[src/verilog/adc_ctrl_pkg.sv]
// package for the converter control block: register map, fields, timing
// assumes a classic wishbone slave with byte addresses of four times the index
package adc_ctrl_pkg;

  // register indices as printed; byte address is four times the index
  localparam logic [7:0] IDX_RESULT_LOW  = 8'h78;
  localparam logic [7:0] IDX_RESULT_HIGH = 8'h79;
  localparam logic [7:0] IDX_CTRL_A      = 8'h7A;
  localparam logic [7:0] IDX_TRIG_SEL    = 8'h7B;
  localparam logic [7:0] IDX_INPUT_SEL   = 8'h7C;
  localparam logic [7:0] IDX_IRQ_STATUS  = 8'h80;
  localparam logic [7:0] IDX_IRQ_MASK    = 8'h81;

  // conversion_control_status_a fields
  localparam int CA_ENABLE     = 7;
  localparam int CA_START      = 6;
  localparam int CA_AUTO_TRIG  = 5;
  localparam int CA_DONE_FLAG  = 4;
  localparam int CA_IRQ_ENABLE = 3;
  localparam int CA_DIV_MSB    = 2;

  // input_select_and_align fields
  localparam int IS_REF_MSB    = 7;
  localparam int IS_REF_LSB    = 6;
  localparam int IS_LEFT_ALIGN = 5;
  localparam int IS_SEL_MSB    = 4;

  // interrupt status and mask layout
  localparam int IRQ_BIT_DONE  = 0;
  localparam int IRQ_BIT_ABORT = 1;
  localparam int IRQ_BITS      = 2;

  localparam logic [7:0] CTRL_A_RESET    = 8'h00;
  localparam logic [7:0] INPUT_SEL_RESET = 8'h00;
  localparam logic [2:0] TRIG_FREE_RUN   = 3'h0;

  // conversion lengths in converter clock cycles
  localparam logic [4:0] CONV_CYCLES_FIRST  = 5'd25;
  localparam logic [4:0] CONV_CYCLES_NORMAL = 5'd13;

  localparam int RESULT_W = 10;
  localparam int TRIG_W   = 8;

  // request to the analog conversion core
  typedef struct packed {
    logic       enable;
    logic       start;
    logic       done;
    logic [4:0] channel_gain_select;
  } core_req_t;

endpackage : adc_ctrl_pkg

[src/verilog/adc_control_and_mux_select.sv]
// control logic of a 10-bit converter: selection, start, flag, prescaler
// assumes a wishbone classic master on clk_i and an analog core on the same clock
//
// Chosen here: the Wishbone register port.
`timescale 1ns/1ps

module adc_control_and_mux_select
  import adc_ctrl_pkg::*;
(
  input  wire logic                clk_i,
  input  wire logic                rst_n_i,
  input  wire logic                wb_cyc_i,
  input  wire logic                wb_stb_i,
  input  wire logic                wb_we_i,
  input  wire logic [9:0]          wb_adr_i,
  input  wire logic [3:0]          wb_sel_i,
  input  wire logic [31:0]         wb_dat_i,
  output logic      [31:0]         wb_dat_o,
  output logic                     wb_ack_o,
  input  wire logic [TRIG_W-1:0]   trigger_i,
  input  wire logic                global_irq_enable_i,
  input  wire logic                irq_vector_ack_i,
  input  wire logic [RESULT_W-1:0] conv_result_i,
  output core_req_t                conv_o,
  output logic                     done_irq_req_o,
  output logic                     irq_o
);

  // trigger pins come from outside: two flip-flops first
  logic [TRIG_W-1:0] trig_meta_q;
  logic [TRIG_W-1:0] trig_sync_q;

  always_ff @(posedge clk_i or negedge rst_n_i) begin
    if (!rst_n_i) begin
      trig_meta_q <= '0;
      trig_sync_q <= '0;
    end else begin
      trig_meta_q <= trigger_i;
      trig_sync_q <= trig_meta_q;
    end
  end

  // register state
  logic                enable_q, enable_d;
  logic                auto_trig_q, auto_trig_d;
  logic                flag_q, flag_d;
  logic                irq_en_q, irq_en_d;
  logic [2:0]          div_sel_q, div_sel_d;
  logic [1:0]          ref_sel_q, ref_sel_d;
  logic                left_align_q, left_align_d;
  logic [4:0]          chan_sel_q, chan_sel_d;
  logic [2:0]          trig_sel_q, trig_sel_d;
  logic [IRQ_BITS-1:0] irq_stat_q, irq_stat_d;
  logic [IRQ_BITS-1:0] irq_mask_q, irq_mask_d;
  // conversion state
  logic                busy_q, busy_d;
  logic                init_due_q, init_due_d;
  logic [4:0]          cyc_left_q, cyc_left_d;
  logic [6:0]          div_cnt_q, div_cnt_d;
  logic [RESULT_W-1:0] result_q, result_d;
  logic                locked_q, locked_d;
  logic                trig_prev_q, trig_prev_d;
  // bus and outputs
  logic                ack_q, ack_d;
  logic [31:0]         rdata_q, rdata_d;
  core_req_t           conv_q, conv_d;
  logic                done_req_q, done_req_d;
  logic                irq_q, irq_d;

  // combinational helpers
  logic                bus_req;
  logic                wr_lo;
  logic                rd;
  logic [7:0]          idx;
  logic [7:0]          wbyte;
  logic [7:0]          div_last;
  logic                conv_tick;
  logic                complete;
  logic                abort;
  logic                trig_level;
  logic                trig_edge;
  logic                start_req;
  logic [15:0]         presented;
  logic [7:0]          rbyte;
  logic                sw_start;
  logic                sw_clear_flag;
  logic [2:0]          div_shift;

  always_comb begin
    bus_req   = wb_cyc_i & wb_stb_i & ~ack_q;
    idx       = wb_adr_i[9:2];
    wbyte     = wb_dat_i[7:0];
    wr_lo     = bus_req & wb_we_i & wb_sel_i[0];
    rd        = bus_req & ~wb_we_i;

    // codes 000 and 001 both give two, then doubling
    div_shift = (div_sel_q == 3'h0) ? 3'h1 : div_sel_q;
    div_last  = 8'((9'h001 << div_shift) - 9'h001);
    // a count left above a smaller new divider ends the period at once, no wrap
    conv_tick = enable_q & (div_cnt_q >= div_last[6:0]);

    complete  = busy_q & conv_tick & (cyc_left_q == 5'd1);
    sw_start  = wr_lo & (idx == IDX_CTRL_A) & wbyte[CA_START];
    sw_clear_flag = wr_lo & (idx == IDX_CTRL_A) & wbyte[CA_DONE_FLAG];

    // selected source only when not free running; a switch of source may edge
    trig_level = (trig_sel_q == TRIG_FREE_RUN) ? 1'b0 : trig_sync_q[trig_sel_q];
    trig_edge  = auto_trig_q & trig_level & ~trig_prev_q;

    // right or left justified view, recomputed every read
    presented = left_align_q ? {result_q, 6'h00} : {6'h00, result_q};
  end

  always_comb begin
    enable_d     = enable_q;
    auto_trig_d  = auto_trig_q;
    irq_en_d     = irq_en_q;
    div_sel_d    = div_sel_q;
    ref_sel_d    = ref_sel_q;
    left_align_d = left_align_q;
    chan_sel_d   = chan_sel_q;
    trig_sel_d   = trig_sel_q;
    irq_mask_d   = irq_mask_q;
    locked_d     = locked_q;

    if (wr_lo) begin
      if (idx == IDX_CTRL_A) begin
        enable_d    = wbyte[CA_ENABLE];
        auto_trig_d = wbyte[CA_AUTO_TRIG];
        irq_en_d    = wbyte[CA_IRQ_ENABLE];
        div_sel_d   = wbyte[CA_DIV_MSB:0];
      end else if (idx == IDX_INPUT_SEL) begin
        ref_sel_d    = wbyte[IS_REF_MSB:IS_REF_LSB];
        left_align_d = wbyte[IS_LEFT_ALIGN];
        chan_sel_d   = wbyte[IS_SEL_MSB:0];
      end else if (idx == IDX_TRIG_SEL) begin
        trig_sel_d = wbyte[2:0];
      end else if (idx == IDX_IRQ_MASK) begin
        irq_mask_d = wbyte[IRQ_BITS-1:0];
      end
    end

    // low byte read freezes the result pair until the high byte is read
    if (rd && idx == IDX_RESULT_LOW) begin
      locked_d = 1'b1;
    end else if (rd && idx == IDX_RESULT_HIGH) begin
      locked_d = 1'b0;
    end

    abort = busy_q & ~enable_d;

    // start: software one, trigger edge, or free-running restart; zero writes ignored
    start_req = enable_d & ~busy_q &
                (sw_start | trig_edge);
    if (complete && auto_trig_q && trig_sel_q == TRIG_FREE_RUN && enable_d) begin
      start_req = 1'b1;
    end

    // prescaler runs only while enabled
    if (!enable_d) begin
      div_cnt_d = 7'h00;
    end else if (conv_tick) begin
      div_cnt_d = 7'h00;
    end else begin
      div_cnt_d = 7'(div_cnt_q + 7'h01);
    end

    // initialisation owed on every off-to-on transition
    init_due_d = init_due_q;
    if (!enable_d) begin
      init_due_d = 1'b0;
    end else if (!enable_q) begin
      init_due_d = 1'b1;
    end

    busy_d     = busy_q;
    cyc_left_d = cyc_left_q;
    if (abort) begin
      busy_d = 1'b0;
    end else if (start_req) begin
      busy_d     = 1'b1;
      cyc_left_d = init_due_d ? CONV_CYCLES_FIRST : CONV_CYCLES_NORMAL;
      init_due_d = 1'b0;
    end else if (complete) begin
      busy_d = 1'b0;
    end else if (busy_q && conv_tick) begin
      cyc_left_d = 5'(cyc_left_q - 5'd1);
    end

    result_d = result_q;
    if (complete && !locked_d) begin
      result_d = conv_result_i;
    end

    // hardware set wins over vector or software clear
    flag_d = complete | (flag_q & ~(sw_clear_flag | irq_vector_ack_i));

    // sticky status, write one to clear, event wins
    irq_stat_d = irq_stat_q;
    if (wr_lo && idx == IDX_IRQ_STATUS) begin
      irq_stat_d = irq_stat_q & ~wbyte[IRQ_BITS-1:0];
    end
    irq_stat_d[IRQ_BIT_DONE]  = irq_stat_d[IRQ_BIT_DONE] | complete;
    irq_stat_d[IRQ_BIT_ABORT] = irq_stat_d[IRQ_BIT_ABORT] | abort;

    irq_d      = |(irq_stat_d & irq_mask_d);
    done_req_d = flag_d & irq_en_d & global_irq_enable_i;

    trig_prev_d = trig_level;
  end

  // select reaches the core only between conversions or at completion
  always_comb begin
    conv_d                     = conv_q;
    conv_d.enable              = enable_d;
    conv_d.start               = start_req;
    conv_d.done                = complete;
    // code decoding to inputs, pairs and gain lives in the analog core
    if (!busy_q || complete) begin
      conv_d.channel_gain_select = chan_sel_d;
    end
  end

  // bus answer: one cycle after the request, unmapped reads give zero
  always_comb begin
    rbyte = 8'h00;
    if (idx == IDX_CTRL_A) begin
      rbyte = {enable_q, busy_q, auto_trig_q, flag_q, irq_en_q, div_sel_q};
    end else if (idx == IDX_INPUT_SEL) begin
      rbyte = {ref_sel_q, left_align_q, chan_sel_q};
    end else if (idx == IDX_TRIG_SEL) begin
      rbyte = {5'h00, trig_sel_q};
    end else if (idx == IDX_RESULT_LOW) begin
      rbyte = presented[7:0];
    end else if (idx == IDX_RESULT_HIGH) begin
      rbyte = presented[15:8];
    end else if (idx == IDX_IRQ_STATUS) begin
      rbyte = {6'h00, irq_stat_q};
    end else if (idx == IDX_IRQ_MASK) begin
      rbyte = {6'h00, irq_mask_q};
    end
    ack_d   = bus_req;
    rdata_d = rd ? {24'h000000, rbyte} : 32'h00000000;
  end

  always_ff @(posedge clk_i or negedge rst_n_i) begin
    if (!rst_n_i) begin
      enable_q     <= CTRL_A_RESET[CA_ENABLE];
      auto_trig_q  <= CTRL_A_RESET[CA_AUTO_TRIG];
      flag_q       <= CTRL_A_RESET[CA_DONE_FLAG];
      irq_en_q     <= CTRL_A_RESET[CA_IRQ_ENABLE];
      div_sel_q    <= CTRL_A_RESET[CA_DIV_MSB:0];
      ref_sel_q    <= INPUT_SEL_RESET[IS_REF_MSB:IS_REF_LSB];
      left_align_q <= INPUT_SEL_RESET[IS_LEFT_ALIGN];
      chan_sel_q   <= INPUT_SEL_RESET[IS_SEL_MSB:0];
      trig_sel_q   <= TRIG_FREE_RUN;
      irq_stat_q   <= '0;
      irq_mask_q   <= '0;
      busy_q       <= 1'b0;
      init_due_q   <= 1'b0;
      cyc_left_q   <= 5'd0;
      div_cnt_q    <= 7'h00;
      result_q     <= '0;
      locked_q     <= 1'b0;
      trig_prev_q  <= 1'b0;
      ack_q        <= 1'b0;
      rdata_q      <= 32'h00000000;
      conv_q       <= '0;
      done_req_q   <= 1'b0;
      irq_q        <= 1'b0;
    end else begin
      enable_q     <= enable_d;
      auto_trig_q  <= auto_trig_d;
      flag_q       <= flag_d;
      irq_en_q     <= irq_en_d;
      div_sel_q    <= div_sel_d;
      ref_sel_q    <= ref_sel_d;
      left_align_q <= left_align_d;
      chan_sel_q   <= chan_sel_d;
      trig_sel_q   <= trig_sel_d;
      irq_stat_q   <= irq_stat_d;
      irq_mask_q   <= irq_mask_d;
      busy_q       <= busy_d;
      init_due_q   <= init_due_d;
      cyc_left_q   <= cyc_left_d;
      div_cnt_q    <= div_cnt_d;
      result_q     <= result_d;
      locked_q     <= locked_d;
      trig_prev_q  <= trig_prev_d;
      ack_q        <= ack_d;
      rdata_q      <= rdata_d;
      conv_q       <= conv_d;
      done_req_q   <= done_req_d;
      irq_q        <= irq_d;
    end
  end

  assign wb_ack_o       = ack_q;
  assign wb_dat_o       = rdata_q;
  assign conv_o         = conv_q;
  assign done_irq_req_o = done_req_q;
  assign irq_o          = irq_q;

endmodule : adc_control_and_mux_select

[config.mk]
export PLATFORM = sky130hd
export DESIGN_NAME = adc_control_and_mux_select
export DESIGN_NICKNAME = d
export VERILOG_FILES = /design/src/verilog/adc_ctrl_pkg.sv /design/src/verilog/adc_control_and_mux_select.sv
export SDC_FILE = /design/constraint.sdc
export NUM_CORES = 1
export LEC_CHECK = 0
export BUFFER_PORTS_ARGS = -buffer_cell sky130_fd_sc_hd__buf_2
export CORE_AREA = 2 2 89 91
export CTS_BUF_LIST = sky130_fd_sc_hd__clkbuf_4
export CTS_CLUSTER_DIAMETER = 120
export DETAILED_ROUTE_END_ITERATION = 10
export DIE_AREA = 0 0 91 93
export GPL_ROUTABILITY_DRIVEN = 0
export PLACE_DENSITY = 0.91
export SKIP_LAST_GASP = 1
export SYNTH_ARGS = -nofsm -noshare
export SYNTH_HDL_FRONTEND = slang
export SYNTH_SLANG_ARGS = --single-unit
[constraint.sdc]
create_clock -name clk_i -period 2.6 [get_ports clk_i]
set_input_delay 0.52 -clock clk_i [delete_from_list [all_inputs] [get_ports clk_i]]
set_output_delay 0.52 -clock clk_i [all_outputs]
set_load 0.005 [all_outputs]
==> impl_metrics.json, run 1 <==
{
  "worst_ep_arrival_time_ns": 2.77,
  "cts.path.max_buffers": 2,
  "rows": 32,
  "die_area_um2": 8460,
  "cts-resized-gates": 0,
  "synthDistinctLibCells": 55,
  "clkPwrFrac": 0.397,
  "switchingPower_w": 0.000535,
  "cts_sinks": 80,
  "drt_iter0_markers": 293,
  "diodes": 0,
  "path_max_fanout": 6,
  "synth-edff-count": 0,
  "synth_top_area_frac": 0.513,
  "syn-cell-area_um2": 3900,
  "grt_pass1_wl_um": 13200,
  "drt-total-wl_um": 8030,
  "cts_root_buffer": "clkbuf_4",
  "ctsHoldBuffers": 0,
  "reg2reg_slack_ns": 0.15,
  "avgSynthCellArea_um2": 11.5,
  "vias": 2905,
  "intPower_w": 0.00183,
  "viasPerCell": 5.60,
  "drv_cap": 0,
  "place_inst": 503,
  "synth_cells": 339,
  "post-dp-hpwl_um": 6180,
  "clkLatencyLatePin_ns": 0.43,
  "antenna_found_initial": 0,
  "wire_per_inst_um": 15.5,
  "drc": 0,
  "grt_pass1_vias": 2713,
  "final-setup-viol-count": 0,
  "hold_ws_ns": 0.00727,
  "port_buffers": 59,
  "power.total_w": 0.00236,
  "status": "completed",
  "ant_nets": 0,
  "comb_power_share": 0.060,
  "hold_path.class": "in -> async",
  "worstSetupStartpointType": "flop",
  "sw_frac_of_total": 0.226,
  "ys_ff_latch": 80,
  "synthArstFlopShare": 1.00,
  "maxSlewHeadroom": 0.666,
  "cts_tree": "yes",
  "cp-end-kind": "flop",
  "fin_crit_sh": 0.941,
  "ys.flop_type": "dfrtp_1",
  "critPathRequiredTime_ns": 2.92,
  "timing_hold_violations_final": 0,
  "drive_above_1_share": 0.312,
  "criticalPathCategory": "reg -> reg",
  "design.core.area_um2": 7530,
  "track_usage": 0.200,
  "grt-ovfl-total": 0,
  "first_pass_iters": 5,
  "period_minus_slack_ns": 2.45,
  "p_leak_nw": 2.18,
  "path_clk_slew_ns": 0.13,
  "io_pins": 114,
  "yosysWarnings": 0,
  "seq_area_frac_synth": 0.513,
  "nets": 493,
  "start_util": 0.519,
  "fin_worst_skew_ns": 0.0128,
  "ir_drop_v": 0.000405,
  "dieWidth_um": 91,
  "power_density_nw_per_um2": 526,
  "post_cts_buffers": 0,
  "synth_area_leaders": "dfrtp_1, mux2_2, buf_4",
  "seqPwrFrac": 0.543,
  "yosysTopAreaCell": "dfrtp_1",
  "grt_start_max_net_pins": 49,
  "finalMaxSlewViolations": 0,
  "area_growth_pct": 14.9,
  "clock.fmax_ghz": 0.409,
  "die_h_um": 93,
  "cts_buffers": 9,
  "layout.cells.non_filler": 519,
  "worst-slew-pin-transition_ns": 0.501,
  "htreeDepth": 3
}
[power by group through the flow]
stage	Sequential [W]	Combinational (W)	Clock (W)
3_5_place_dp	0.00131	0.000141	0
4_1_cts	0.00128	0.000142	0.000957
2_1_floorplan	0.00130	0.0000858	0
5_1_grt	0.00128	0.000160	0.00101
3_3_place_gp	0.00130	0.000137	0
6_report	0.00128	0.000142	0.000938
[path summary, 6_finish.rpt]
path / cells past startpoint / start / to
worst max-delay path: 8 / div_cnt_q[0] / conv_o[0]
worst min-delay path: 1 / rst_n_i / wb_dat_o[3]
worst max register to register: 8 / div_cnt_q[0] / conv_o[0]
worst min register to register: 0 / trig_meta_q[4] / trig_sync_q[4]
max in group asynchronous: 2 / rst_n_i / trig_sync_q[5]
min in group clk_i: 1 / trigger_i[7] / trig_meta_q[7]
[cells by family after synthesis]
logic type	Yosys count	share of synthesized area
xor+xnor	9	0.0202
other cells	2	0.00192
buf+inv	45	0.0702
compound gates	52	0.0971
mux	42	0.122
flops	80	0.513
fa+ha+maj	10	0.0320
simple gates	99	0.144
[through the flow]
step	utilization	cell area, um2	setup WS (ns)	TNS [ns]
after floorplan	-	3990	0.248	0
after CTS	0.595	4480	0.134	0
after global routing	0.596	4490	-0.0000699	-0.0000699
after detailed placement	0.570	4290	0.155	0
after global placement	0.570	4290	0.194	0
final	0.596	4490	0.154	0
[placed cells by master, fill, tap and decap left out, types with 4 or more instances in the layout]
| cell | n |
|---|---|
| a21oi_1 | 8 |
| nor2_1 | 23 |
| xor2_1 | 5 |
| dfrtp_1 | 80 |
| xnor2_1 | 4 |
| o221ai_1 | 5 |
| buf_4 | 11 |
| mux2_2 | 33 |
| conb_1 | 25 |
| and3_1 | 5 |
| nand2_1 | 28 |
| o21ai_0 | 12 |
| nand2b_1 | 6 |
| mux2i_1 | 7 |
| nand3_1 | 7 |
| buf_2 | 58 |
| a221oi_1 | 4 |
| clkbuf_4 | 10 |
| inv_1 | 14 |
| nand4_1 | 4 |
| ha_1 | 10 |
[worst max-delay path: stages (launching register included)]
cell and delay [ns]:
dfrtp_1 0.44, inv_1 0.07, ha_1 0.22, nand2b_1 0.15, a2111oi_1 0.49, o21ai_2 0.17, nand2_1 0.13, o21a_1 0.30
mux2_2 0.37
[layer usage]
layer / GRT usage / up-vias / part of all wire
met5: 0 / - / 0
met3: 0.0403 / 26 / 0.097
met1: 0.287 / 1399 / 0.42
met4: 0.0846 / 0 / 0.024
met2: 0.298 / 171 / 0.46
li1: - / 1309 / -
[flip-flops by register name (all words and copies together), names as in the netlist, 5 cells and up]
signal,cells
conv_o,8
div_cnt_q,7
wb_dat_o,8
trig_meta_q,7
trig_sync_q,7
result_q,10
chan_sel_q,5
cyc_left_q,5
[Yosys cell counts, drive strengths merged, types with 4 or more instances]
| master | number |
|---|---|
| nor3 | 4 |
| ha | 10 |
| and3 | 5 |
| mux2i | 7 |
| xor2 | 5 |
| nand2 | 28 |
| o21ai | 13 |
| dfrtp | 80 |
| nand2b | 6 |
| a21oi | 8 |
| a221oi | 4 |
| clkbuf | 4 |
| mux2 | 34 |
| nand3 | 7 |
| nand4 | 4 |
| inv | 14 |
| o221ai | 5 |
| buf | 27 |
| nor2 | 23 |
| xnor2 | 4 |
[area by class of cell]
type,instances,area (um2)
Clock buffer,10,75.1
Clock inverter,6,115
Fill cell,607,3040
Inverter,14,52.6
Multi-Input combinational cell,237,1720
Sequential cell,80,2000
Tap cell,102,128
Timing Repair Buffer,70,393
Power figures use the tool's default switching activity.
==> run 2, diff against run 1 <==
--- a/config.mk
+++ b/config.mk
@@ -6,13 +6,13 @@
 export NUM_CORES = 1
 export LEC_CHECK = 0
 export BUFFER_PORTS_ARGS = -buffer_cell sky130_fd_sc_hd__buf_2
-export CORE_AREA = 2 2 89 91
+export CORE_AREA = 2 2 97 99
 export CTS_BUF_LIST = sky130_fd_sc_hd__clkbuf_4
 export CTS_CLUSTER_DIAMETER = 120
 export DETAILED_ROUTE_END_ITERATION = 10
-export DIE_AREA = 0 0 91 93
+export DIE_AREA = 0 0 99 101
 export GPL_ROUTABILITY_DRIVEN = 0
-export PLACE_DENSITY = 0.91
+export PLACE_DENSITY = 0.8
 export SKIP_LAST_GASP = 1
 export SYNTH_ARGS = -nofsm -noshare
 export SYNTH_HDL_FRONTEND = slang
==> run 2 against run 1 <==
  * Sequential cell count is the same
  * Power shrank 5.2%
  * Critical path depth grew 1
  * Die area grew 18%
  * Via count grew 0.24%
  * Hold slack gained 0.19 ns
  * Fmax shrank 1.3%
  * Combinational power is essentially flat
  * Critical endpoint is now cyc_left_q[2]
  * Largest cell class unchanged
  * Largest power group unchanged
==> impl_metrics.json, run 2 (same netlist as run 1, synthesis figures left out) <==
{
  "timing_hold_violations_final": 0,
  "wire_per_inst_um": 15.5,
  "vias": 2912,
  "finalMaxSlewViolations": 0,
  "final-setup-viol-count": 0,
  "intPower_w": 0.00172,
  "diodes": 0,
  "multi_input_area_um2": 1730,
  "cts_buffers": 9,
  "nFillCells": 744,
  "postLayoutCoreUtil": 0.507,
  "cts_tree": "yes",
  "clkPwrFrac": 0.364,
  "reg2reg_slack_ns": 0.12,
  "drc": 0,
  "sw_frac_of_total": 0.232,
  "post-dp-hpwl_um": 6370,
  "rows": 35,
  "r2r-end": "cyc_left_q[2]",
  "htreeDepth": 3,
  "cts.path.max_buffers": 2,
  "worst-slew-pin-transition_ns": 0.982,
  "hold_ws_ns": 0.194,
  "met2_usage": 0.278,
  "grt_use_met3": 0.0472,
  "seqPwrFrac": 0.572,
  "io_pins": 114,
  "die_h_um": 101,
  "grt_util_met1": 0.222,
  "first_pass_iters": 5,
  "drv_cap": 0,
  "drt-total-wl_um": 8380,
  "grt-ovfl-total": 0,
  "clock.fmax_ghz": 0.404,
  "switchingPower_w": 0.000520,
  "rr_startpoint": "div_cnt_q[0]",
  "final-seq-area_um2": 2000,
  "fin_worst_skew_ns": 0.0137,
  "design.core.area_um2": 8980,
  "fin_crit_sh": 0.953,
  "grt_start_max_net_pins": 81,
  "viasPerCell": 5.39,
  "grt_pass1_vias": 2748,
  "period_minus_slack_ns": 2.48,
  "path_max_fanout": 8,
  "grt_busiest_layer": "met2",
  "hold_path.class": "in -> reg",
  "hold_path.startpoint": "trigger_i[4]",
  "nets": 505,
  "start_util": 0.435,
  "antenna_found_initial": 0,
  "cts_root_buffer": "clkbuf_4",
  "tns_ns": 0,
  "cts_sinks": 80,
  "drive_above_1_share": 0.329,
  "area_growth_pct": 16.6,
  "path_clk_slew_ns": 0.11,
  "final_common_cell": "dfrtp_1",
  "drt_iter0_markers": 258,
  "ff2ff_path_depth": 9,
  "worst_ep_arrival_time_ns": 2.79,
  "status": "completed",
  "clkLatencyLatePin_ns": 0.43,
  "grt_pass1_wl_um": 13300,
  "track_usage": 0.170,
  "whs_path_depth": 1,
  "dieWidth_um": 99,
  "ant_nets": 0,
  "hold_end": "trig_meta_q[4]",
  "worstSetupStartpointType": "flop",
  "power_density_nw_per_um2": 492,
  "maxSlewHeadroom": 0.345,
  "largest_register": "result_q",
  "die_area_um2": 10000,
  "criticalPathCategory": "reg -> reg",
  "p_leak_nw": 2.22,
  "critPathRequiredTime_ns": 2.91,
  "comb_power_share": 0.064,
  "largest_reg_flops": 10,
  "cp-end-kind": "flop",
  "grt_setup_unrepaired": "false",
  "layout_common_cells": "dfrtp_1, buf_2, mux2_2, nand2_1, conb_1",
  "ir_drop_v": 0.000331,
  "ctsHoldBuffers": 0,
  "port_buffers": 59
}
## run 2: worst max path at each step
stage	startpoint	to	slack, ns	cells past startpoint
6_report	div_cnt_q[0]	cyc_left_q[2]	0.12	9
5_1_grt	div_cnt_q[0]	cyc_left_q[2]	0.006	9
4_1_cts	div_cnt_q[0]	conv_o[1]	0.03	9
3_5_place_dp	div_sel_q[1]	result_q[7]	-0.37	8
3_3_place_gp	div_sel_q[2]	result_q[1]	-0.33	8
2_1_floorplan	div_sel_q[1]	result_q[0]	0.25	8
## run 2: worst max-delay path, stage by stage (launching register included)
cell	delay, ns
dfrtp_1	0.39
inv_1	0.06
ha_1	0.21
nand2b_1	0.16
a2111oi_1	0.50
o21ai_2	0.14
buf_4	0.18
o221ai_1	0.24
nor2_1	0.16
mux2_1	0.34
## run 2: timing repair
action	4_1_cts	5_1_grt
hold endpoints to repair	0	0
buffers inserted	0	0
endpoints found under the setup margin	16	15
pin swaps	0	0
resized for setup	2	2
## run 2: final cells by class
cell class | instances | area share
clock buffers | 10 | 0.0165
clock inverters | 6 | 0.0184
inverters | 14 | 0.0115
multi-input cells | 237 | 0.380
flip-flops and latches | 80 | 0.440
well taps | 111 | 0.0305
repair buffers | 82 | 0.103
## run 2: power by group through the flow
stage / clock network, W / logic, W / registers (W)
2_1_floorplan: 0 / 0.0000858 / 0.00130
3_3_place_gp: 0 / 0.000137 / 0.00130
3_5_place_dp: 0 / 0.000142 / 0.00130
4_1_cts: 0.000830 / 0.000143 / 0.00128
5_1_grt: 0.000885 / 0.000160 / 0.00128
6_report: 0.000815 / 0.000143 / 0.00128
## run 2: routing by layer
layer  wire length [um]  part of all wire
met5                  0                 0
met1               3530              0.42
met4                143             0.017
met3                699             0.083
met2               4010              0.48
## run 2: per-stage QoR
step	instance area, um2	setup WS (ns)	power, W	cells
2_1_floorplan	3990	0.248	0.00139	362
3_3_place_gp	4380	-0.329	0.00144	524
3_5_place_dp	4380	-0.373	0.00145	524
4_1_cts	4540	0.0319	0.00225	540
5_1_grt	4550	0.00567	0.00233	540
6_report	4550	0.122	0.00224	540
